**src/common/sar_defs.svh**
```systemverilog
`ifndef SAR_DEFS_SVH
`define SAR_DEFS_SVH
// ***************************************************************
// word, timing and buffer constants
// ***************************************************************
`define SAR_WORD_BITS        16
`define SAR_CLK_NS           25
`define SAR_CONV_MIN_NS      500
`define SAR_CONV_MAX_NS      8800
`define SAR_ACQ_NS           1200
`define SAR_CONV_MIN_CYC     ((`SAR_CONV_MIN_NS + `SAR_CLK_NS - 1) / `SAR_CLK_NS)
`define SAR_CONV_MAX_CYC     (`SAR_CONV_MAX_NS / `SAR_CLK_NS)
`define SAR_ACQ_CYC          ((`SAR_ACQ_NS + `SAR_CLK_NS - 1) / `SAR_CLK_NS)
`define SAR_FIFO_DEPTH       4
`define SAR_RESULT_RESET     16'h0000
`endif

```
**src/common/sar_pkg.sv**
```systemverilog
package sar_pkg;
   typedef enum logic [3:0] {
      SAR_IDLE = 4'b0001,
      SAR_CONV = 4'b0010,
      SAR_ACQ  = 4'b0100,
      SAR_READ = 4'b1000
   } sar_state_t;

   typedef enum logic [1:0] {
      SAR_MODE_3W    = 2'b01,
      SAR_MODE_4W    = 2'b10,
      SAR_MODE_CHAIN = 2'b00
   } sar_mode_t;
endpackage

```
**src/core/sar_fifo.sv**
```systemverilog
`timescale 1ns/100ps
module sar_fifo #(
   parameter int WIDTH = 16,
   parameter int DEPTH = 4
) (
   // clock and reset
   input  wire logic             clk_i,
   input  wire logic             reset_i,
   input  wire logic             ce_i,
   // write side
   input  wire logic             wr_valid_i,
   output logic                  wr_ready_o,
   input  wire logic [WIDTH-1:0] wr_data_i,
   // read side
   output logic                  rd_valid_o,
   input  wire logic             rd_ready_i,
   output logic      [WIDTH-1:0] rd_data_o
);
   localparam int AW = (DEPTH > 1) ? $clog2(DEPTH) : 1;

   if (DEPTH < 2 || (DEPTH & (DEPTH - 1)) != 0)
   begin : g_bad_depth
      $error("fifo depth must be a power of two, at least 2");
   end

   typedef struct packed {
      logic [DEPTH-1:0][WIDTH-1:0] mem;
      logic [AW-1:0]               wp;
      logic [AW-1:0]               rp;
      logic [AW:0]                 cnt;
      logic [WIDTH-1:0]            out;
      logic                        vld;
   } sar_fifo_st_t;

   sar_fifo_st_t q, d;
   logic push, pop_mem, load, full;

   // the output register holds one of the words, so it counts toward full
   assign full = (q.cnt + (AW + 1)'(q.vld)) == (AW + 1)'(DEPTH);

   always_comb
   begin
      d       = q;
      push    = wr_valid_i && !full;
      load    = !q.vld || rd_ready_i;
      pop_mem = load && (q.cnt != '0);
      if (push)
      begin
         d.mem[q.wp] = wr_data_i;
         d.wp        = q.wp + 1'b1;
      end
      if (load)
         d.vld = pop_mem;
      if (pop_mem)
      begin
         // read data leaves through a register
         d.out = q.mem[q.rp];
         d.rp  = q.rp + 1'b1;
      end
      d.cnt = q.cnt + (AW + 1)'(push) - (AW + 1)'(pop_mem);
   end

   always_ff @(posedge clk_i)
   begin
      if (reset_i)
         q <= '0;
      else if (ce_i)
         q <= d;
   end

   assign wr_ready_o = !full;
   assign rd_valid_o = q.vld;
   assign rd_data_o  = q.out;
endmodule

```
**src/core/sar_serial.sv**
```systemverilog
`timescale 1ns/100ps
`include "sar_defs.svh"
module sar_serial #(
   parameter int WORD_BITS  = `SAR_WORD_BITS,
   parameter int CONV_CYC   = `SAR_CONV_MAX_CYC,
   parameter int FIFO_DEPTH = `SAR_FIFO_DEPTH
) (
   // clock, reset, enable
   input  wire logic                 clk_i,
   input  wire logic                 reset_i,
   input  wire logic                 ce_i,
   // converter core side: signed sample words
   input  wire logic                 sample_valid_i,
   output logic                      sample_ready_o,
   input  wire logic [WORD_BITS-1:0] sample_i,
   // device pins
   input  wire logic                 conversion_trigger_i,
   input  wire logic                 sclk_i,
   input  wire logic                 sdi_i,
   output logic                      sdo_o,
   output logic                      sdo_oe_o,
   // status
   output logic                      busy_o
);
   if (WORD_BITS != 16)
   begin : g_bad_width
      $error("word width must be 16");
   end
   if (CONV_CYC < `SAR_CONV_MIN_CYC || CONV_CYC > `SAR_CONV_MAX_CYC)
   begin : g_bad_conv
      $error("conversion count outside bounds");
   end
   if (FIFO_DEPTH < 2)
   begin : g_bad_depth
      $error("buffer depth must be at least 2");
   end

   localparam int CW = $clog2(`SAR_CONV_MAX_CYC + 1);
   localparam int BW = $clog2(WORD_BITS + 1);

   // ***************************************************************
   // state
   // ***************************************************************
   typedef struct packed {
      logic [1:0]             cnv_s;
      logic [1:0]             sck_s;
      logic [1:0]             sdi_s;
      logic                   cnv_p;
      logic                   sck_p;
      logic                   sdi_p;
      sar_pkg::sar_state_t    st;
      sar_pkg::sar_mode_t     mode;
      logic [CW-1:0]          cnt;
      logic [BW-1:0]          bits;
      logic [WORD_BITS-1:0]   shreg;
      logic                   sdo;
      logic                   oe;
      logic                   busy;
      logic                   sready;
   } sar_st_t;

   sar_st_t q, d;

   // ***************************************************************
   // buffer between core and shifter
   // ***************************************************************
   logic                 fifo_wr_ready;
   logic                 fifo_vld;
   logic                 fifo_take;
   logic [WORD_BITS-1:0] fifo_data;

   sar_fifo #(
      .WIDTH (WORD_BITS),
      .DEPTH (FIFO_DEPTH)
   ) u_fifo (
      .clk_i      (clk_i),
      .reset_i    (reset_i),
      .ce_i       (ce_i),
      .wr_valid_i (sample_valid_i && q.sready),
      .wr_ready_o (fifo_wr_ready),
      .wr_data_i  (sample_i),
      .rd_valid_o (fifo_vld),
      .rd_ready_i (fifo_take),
      .rd_data_o  (fifo_data)
   );

   // ***************************************************************
   // pin edges and chip select
   // ***************************************************************
   // edge views of the synchronised pins; second stage only
   logic cnv, sck, sdi, cnv_rise, cnv_fall, sck_fall, sdi_rise, sdi_fall;
   logic cs_sel, cs_start, cs_end;

   always_comb
   begin
      cnv      = q.cnv_s[1];
      sck      = q.sck_s[1];
      sdi      = q.sdi_s[1];
      cnv_rise = cnv && !q.cnv_p;
      cnv_fall = !cnv && q.cnv_p;
      sck_fall = !sck && q.sck_p;
      sdi_rise = sdi && !q.sdi_p;
      sdi_fall = !sdi && q.sdi_p;
      // chip select source follows latched mode
      cs_start = (q.mode == sar_pkg::SAR_MODE_3W) ? cnv_fall :
                 (q.mode == sar_pkg::SAR_MODE_4W) ? sdi_fall : cnv_fall;
      cs_end   = (q.mode == sar_pkg::SAR_MODE_3W) ? cnv_rise :
                 (q.mode == sar_pkg::SAR_MODE_4W) ? sdi_rise : cnv_rise;
      cs_sel   = (q.mode == sar_pkg::SAR_MODE_4W) ? !sdi : !cnv;
      fifo_take = 1'b0;

      d        = q;
      d.cnv_s  = {q.cnv_s[0], conversion_trigger_i};
      d.sck_s  = {q.sck_s[0], sclk_i};
      d.sdi_s  = {q.sdi_s[0], sdi_i};
      d.cnv_p  = cnv;
      d.sck_p  = sck;
      d.sdi_p  = sdi;
      // registered ready lags the buffer, so it drops for a cycle after each take
      d.sready = fifo_wr_ready && !(sample_valid_i && q.sready);

      unique case (q.st)
         sar_pkg::SAR_IDLE, sar_pkg::SAR_ACQ:
         begin
            if (cnv_rise)
            begin
               // mode chosen by serial-input level at trigger rise; when it is low, idle gives three-wire and acquisition gives chain
               if (sdi)
                  d.mode = sar_pkg::SAR_MODE_4W;
               else if (q.st == sar_pkg::SAR_IDLE)
                  d.mode = sar_pkg::SAR_MODE_3W;
               else
                  d.mode = sar_pkg::SAR_MODE_CHAIN;
               d.st   = sar_pkg::SAR_CONV;
               d.cnt  = CW'(CONV_CYC);
               d.busy = 1'b1;
               d.oe   = 1'b0;
            end
            else if (q.st == sar_pkg::SAR_ACQ && cs_start)
            begin
               d.st    = sar_pkg::SAR_READ;
               d.oe    = 1'b1;
               d.sdo   = q.shreg[WORD_BITS-1];
               d.bits  = BW'(WORD_BITS);
            end
         end
         sar_pkg::SAR_CONV:
         begin
            // own clock times the conversion; serial clock ignored here
            d.cnt = q.cnt - 1'b1;
            if (q.cnt == CW'(1))
            begin
               d.st   = sar_pkg::SAR_ACQ;
               d.busy = 1'b0;
               if (fifo_vld)
               begin
                  fifo_take = 1'b1;
                  d.shreg   = fifo_data;
               end
               // trigger already low outside four-wire mode: the read opens at once
               if (q.mode != sar_pkg::SAR_MODE_4W && !cnv)
               begin
                  d.st   = sar_pkg::SAR_READ;
                  d.oe   = 1'b1;
                  d.sdo  = d.shreg[WORD_BITS-1];
                  d.bits = BW'(WORD_BITS);
               end
            end
         end
         sar_pkg::SAR_READ:
         begin
            if (cnv_rise)
            begin
               // a trigger rise mid-read ends it and starts the next sample
               d.mode = sdi ? sar_pkg::SAR_MODE_4W : sar_pkg::SAR_MODE_CHAIN;
               d.st   = sar_pkg::SAR_CONV;
               d.cnt  = CW'(CONV_CYC);
               d.busy = 1'b1;
               d.oe   = 1'b0;
            end
            else if (cs_end || !cs_sel)
            begin
               d.oe = 1'b0;
               d.st = sar_pkg::SAR_ACQ;
            end
            else if (sck_fall)
            begin
               d.shreg = {q.shreg[WORD_BITS-2:0], sdi};
               d.sdo   = q.shreg[WORD_BITS-2];
               d.bits  = q.bits - 1'b1;
               if (q.bits == BW'(1) && q.mode != sar_pkg::SAR_MODE_CHAIN)
               begin
                  // word done: back to acquisition so the next trigger rise is seen
                  d.oe = 1'b0;
                  d.st = sar_pkg::SAR_ACQ;
               end
            end
         end
         default:
            d.st = sar_pkg::SAR_IDLE;
      endcase
   end

   always_ff @(posedge clk_i)
   begin
      if (reset_i)
      begin
         q       <= '0;
         q.st    <= sar_pkg::SAR_IDLE;
         q.mode  <= sar_pkg::SAR_MODE_3W;
         q.shreg <= `SAR_RESULT_RESET;
         q.cnv_s <= 2'b11;
         q.cnv_p <= 1'b1;
      end
      else if (ce_i)
         q <= d;
   end

   assign sdo_o          = q.sdo;
   assign sdo_oe_o       = q.oe;
   assign busy_o         = q.busy;
   assign sample_ready_o = q.sready;
endmodule

```
**config.mk**
```make
export PLATFORM = sky130hd
export DESIGN_NAME = sar_serial
export DESIGN_NICKNAME = d
export VERILOG_FILES = /design/src/common/sar_pkg.sv /design/src/core/sar_fifo.sv /design/src/core/sar_serial.sv
export VERILOG_INCLUDE_DIRS = /design/src /design/src/common
export SDC_FILE = /design/constraint.sdc
export NUM_CORES = 1
export LEC_CHECK = 0
export ABC_CLOCK_PERIOD_IN_PS = 2550
export BUFFER_PORTS_ARGS = -buffer_cell sky130_fd_sc_hd__buf_2
export CAP_MARGIN = 20
export CORE_MARGIN = 3
export CORE_UTILIZATION = 50
export CTS_CLUSTER_DIAMETER = 150
export DETAILED_ROUTE_END_ITERATION = 8
export PLACE_DENSITY = 0.76
export SYNTH_ARGS = -nofsm -noshare
export SYNTH_HDL_FRONTEND = slang
export SYNTH_SLANG_ARGS = --single-unit
```
**constraint.sdc**
```tcl
create_clock -name clk_i -period 2.55 [get_ports clk_i]
set_input_delay 0.51 -clock clk_i [delete_from_list [all_inputs] [get_ports clk_i]]
set_output_delay 0.51 -clock clk_i [all_outputs]
set_load 0.01 [all_outputs]
```
# ---- Word-level counts from Yosys, hierarchy flattened
# Index checks and enable logic that the tools add are counted.
dict set report totals {
  ff_bits 137
  latchBits 0
  ram_bits 0
  rom_bits 0
  inputBits 23
  mem_count 0
}
dict set report op_classes {
  addsub 7
  multipliers 0
  n_div 0
  n_lt_le_gt_ge 3
  eq_ne 23
  n_shift 0
  mux 47
  bitwise_logic 0
  reduce_logical 41
}
# op n
set ops {}
lappend ops {{$bwmux 64} 1}
lappend ops {{$mux 16} 3}
lappend ops {{$mux 22} 2}
lappend ops {{$pmux 14 s3} 1}
lappend ops {{$bmux 16 s2} 1}
lappend ops {{$demux 16 s2} 1}
lappend ops {{$mux 4} 8}
lappend ops {{$pmux 16 s2} 1}
lappend ops {{$mux 24} 1}
lappend ops {{$mux 23} 1}
lappend ops {{$mux 11} 2}
lappend ops {{$ne 2x2->1 const B} 10}
lappend ops {{$mux 1} 15}
lappend ops {{$mux 5} 3}
lappend ops {{$reduce_and 7->1} 2}
lappend ops {{$logic_and 1x1->1} 13}
lappend ops {{$pmux 4 s3} 1}
lappend ops {{$eq 9x1->1 const B} 1}
lappend ops {{$logic_not 1->1} 9}
lappend ops {{$pmux 3 s3} 1}
lappend ops {{$reduce_and 9->1} 1}
lappend ops {{$sub 9x1->9 const B} 1}
lappend ops {{$mux 2} 4}
lappend ops {{$ne 4x4->1 const B} 2}
lappend ops {{other kinds (26)} 36}

# ---- Longest topological paths before layout
dict set report logic_depth {
  ltp_word 8
  depth_mapped 12
}

# ---- Modules after synthesis
# From an unflattened synthesis, not the netlist that was laid out.
dict set report unflattened {
  cells_unflattened 721
  hier_area_um2 7036.7
}
# module instances cells_per_inst area_each_um2
set by_module_without_submodules {}
lappend by_module_without_submodules {sar_fifo 1 399 4335.4}
lappend by_module_without_submodules {sar_serial 1 322 2701.3}

# ---- Least setup slack after synthesis
# Ideal clock, no wire load.
dict set report synth_timing {
  kind {reg2reg}
  from {register u_fifo.q (netlist bit u_fifo.rd_valid_o)}
  to {register u_fifo.q[19] in the netlist's numbering}
  setup_ns 0.128
  arrival_time_ns 2.237
  setup_slack_ns 0.186
  stages_incl_launch_ff 11
  cell_sequence {dfxtp_1 > ha_1 > ha_1 > or3_1 > nor2b_1 > ha_1 > fa_1 > xnor2_1 > nand2_1 > xor2_1 > nor2_1}
}
dict set report synth_via {
  elab_chain_cells 6
}
# item line_no
set synth_lines {}
lappend synth_lines {{start: declaration} sar_fifo.sv:35} ;# sar_fifo_st_t q, d;
lappend synth_lines {{start signal: assignment} sar_fifo.sv:66} ;# q <= '0;
lappend synth_lines {{start signal: assignment} sar_fifo.sv:68} ;# q <= d;
lappend synth_lines {{$add 3x1->3 or $mux 1 (tied branches)} {sar_fifo.sv:39, sar_serial.sv:155}}
lappend synth_lines {{$eq 3x3->1 or $mux 1 (tied branches)} {sar_fifo.sv:39, sar_serial.sv:151}}
lappend synth_lines {{$logic_not 1->1 or $mux 1 (tied branches)} {sar_fifo.sv:44, sar_serial.sv:122}}
lappend synth_lines {{$logic_and 1x1->1 or $logic_or 1x1->1 (tied branches)} {sar_fifo.sv:44, sar_fifo.sv:45}}
lappend synth_lines {{$add 3x1->3 or $logic_and 1x1->1 (tied branches)} {sar_fifo.sv:60, sar_fifo.sv:46}}
lappend synth_lines {{$sub 3x1->3 (*)} sar_fifo.sv:60} ;# d.cnt = q.cnt + (AW + 1)'(push) - (AW + 1)'(pop_mem);
# Every way passes the cells marked *; elsewhere a longest branch is shown, timed or not.
# A chain may end at the register's enable or synchronous reset.

==> metrics.yaml <==
clock_network:
  cts_buffers: 17
  maximum_clock_insertion_buffer_count: 2
  clk_transition_reported_paths_ns: 0.06
  cts.sink_count: 137
  cts_tree: "yes"
  post_cts_repair_timing_setup_buffer_count: 0
  clockRootBuffer: "clkbuf_16"
  clock_insertion_delay_worst_skew_ns: 0.42
  cts-htree-levels: 4
drt:
  detail_route.drc_violations: 0
  highest-signal-layer: "met4"
  drt_pass_1_iters: 5
  drt-met1-wl_um: 6170
  routed-wl-met3_um: 721
  met2_wirelength_um: 7730
  ant_nets: 0
  viasPerCell: 5.65
  wirelength_um: 14900
  routed-via-count: 5298
  detail_route.iter0.violations: 436
  wl_per_cell_um: 15.9
setup_path:
  timing.critical_path.fanout_max: 4
  setup.worst_path.start_class: "flip-flop"
  critical_path_arrival_ns: 2.75
  timing.critical_path.from: "q[26]"
  cp.required_ns: 2.85
  timing_worst_setup_path_type: "flip-flop to flip-flop"
  timing.critical_path.to_type: "flip-flop"
  rr_startpoint: "q[26]"
global_routing:
  gr-usage-all-layers_pct: 21.6
  grt_antenna_before_repair: 0
  first_global_vias: 5251
  overflow: 0
  grt_pass1_wl_um: 24800
  grt_start_max_net_pins: 91
finish:
  inserted_diodes: 0
  layout_cell_share_with_drive_strength_beyond_1_pct: 18.5
  nets: 792
  areaGrowthSynthToFinish_pct: 15.9
floorplanning:
  floorplan.initialDensity_pct: 51.8
  pin_count: 27
  die_area_um2: 14000
  die_h_um: 118
  core_area_um2: 12200
  placementRows: 40
  fp.dieW_um: 118
place:
  place.port_buffers: 26
  globalplace.congestion: 0.868
  detailed_placement_hpwl_um: 9590
  detailedPlace.worstSlack_ns: 0.0552
timing:
  timing_worst_slew_pin_value_ns: 0.699
  max_clock_skew_ns: 0.00928
  setup_total_negative_slack_ns: 0
  hold-worst-slack_ns: 0.304
  clock.fmax_mhz: 407
  finalMaxSlewViolations: 0
  finalCritPeriodShare_pct: 96.3
  fin_ws_ns: 0.0931
  slew-limit-headroom_pct: 53.1
  timing.final.setup_violations: 0
  fin_crit_ns: 2.46
  hold_viol: 0
synthesis:
  synth_seq_cells: 137
  synth_top_area_share_pct: 43.6
  synth.yosys.seq_area_share_pct: 43.6
  synth.largest_area_cell: "dfxtp_1"
  post_synthesis_instance_total: 734
  asyncSetResetFlopFracSynth_pct: 0
  synth_enable_flop_cells: 0
  synth.cell_area_um2: 6290
  post-synth-top-count-cell: "nand2_1"
  post_synth_most_frequent_cells: "nand2_1, dfxtp_1, a21oi_1"
  yosys_most_used_dff: "dfxtp_1"
  post_synth_main_area_contributors: "dfxtp_1, nand2_1, a21oi_1, mux4_2, clkbuf_1"
  postSynthNetCount: 769
  netlist-cell-type-count: 64
  yosys_warnings: 0
  syn_avg_cell_area_um2: 8.58
min_path:
  hold_path.class: "primary input to flip-flop"
  hold_path.startpoint: "conversion_trigger_i"
power_and_ir_drop:
  power.static_leakage_nw: 2.51
  vdd_drop_max_uv: 517
  power.density_cell_area_nw_per_um2: 757
job:
  timing.max_cap.violations: 0
status:
  run_status: "finished, final reports clean"
## registers in the layout (all words and copies together), names as in the netlist
| name | cells |
|---|---|
| u_fifo.rd_valid_o | 1 |
| sample_ready_o | 1 |
| sdo_o | 1 |
| q | 39 |
| sdo_oe_o | 1 |
| busy_o | 1 |
| u_fifo.rd_data_o | 16 |
| u_fifo.q | 71 |
| cnv | 1 |
| d | 5 |
## stage by stage
stage | total power, mW | std cells | utilization [%] | cell area, um^2
after CTS | 5.54 | 937 | 59.8 | 7270
after global routing | 5.73 | 937 | 60.0 | 7300
after detailed placement | 3.05 | 906 | 54.8 | 6670
after global placement | 3.03 | 906 | 54.8 | 6670
after floorplan | 2.85 | 734 | - | 6290
final | 5.53 | 937 | 60.0 | 7300
## critical path: stages, from the launching register on
cell and delay (ns):
dfxtp_1 0.32, inv_1 0.10, ha_1 0.16, nor4b_4 0.24, a31oi_2 0.17, or3_1 0.44, nand2_1 0.10, ha_2 0.19
fa_2 0.43, mux2i_1 0.14, nor2_1 0.05
## cells by family (layout without fill, tap and decap cells)
logic type | count (synthesis) | in the layout | synth area share [%]
AOI/OAI and AO/OA | 162 | 162 | 16.6
and+or+nand+nor | 314 | 314 | 23.0
DFF | 137 | 137 | 43.6
adders and majority gates | 12 | 12 | 2.50
buffers and inverters | 63 | 98 | 4.03
muxes | 32 | 32 | 8.29
xor gates and xnor gates | 14 | 14 | 1.95
## power by group
part | switching [mW] | leakage [nW] | total [mW] | internal, mW
Combinational | 0.450 | 1.12 | 0.777 | 0.327
Clock | 0.917 | 0.284 | 2.50 | 1.58
Sequential | 0.0494 | 1.11 | 2.25 | 2.20
Total | 1.42 | 2.51 | 5.53 | 4.11
## layout make-up
cell class              count  area, um^2
fillers                  1034        4860
multi-input cells         534        3330
flip-flops and latches    137        2740
clock buffers              20         457
repair buffers             55         363
well taps                 168         210
clock inverters            11         148
inverters                  12        45.0
## layout by cell type (no fill, tap or decap), types with 16 or more instances in the layout
cell / Yosys / final
o21ai_0: 19 / 19
dfxtp_1: 137 / 136
nand2_1: 191 / 191
nor2_1: 39 / 39
or3_1: 19 / 18
clkbuf_16: 0 / 17
mux4_2: 16 / 16
a21oi_1: 92 / 92
buf_4: 1 / 29
buf_2: 5 / 25
## worst paths after layout
path | endpoint | slack (ns) | cells past startpoint
max | u_fifo.q[18] | 0.09 | 10
min | d[48] | 0.30 | 3
max reg2reg | u_fifo.q[18] | 0.09 | 10
min reg2reg | u_fifo.rd_data_o[6] | 0.45 | 2
## repair_timing
action / 4_1_cts / 5_1_grt
setup endpoints to repair: 0 / 2
hold buffers: 0 / 0
hold endpoints to repair: 0 / 0
resized for setup: 0 / 7
## routing by layer
| layer | track usage (%) | vias to the layer above |
|---|---|---|
| li1 | - | 2583 |
| met1 | 25.3 | 2527 |
| met2 | 38.5 | 163 |
| met3 | 5.26 | 25 |
| met4 | 7.11 | 0 |
| met5 | 0 | - |
Power figures use the tool's default switching activity.
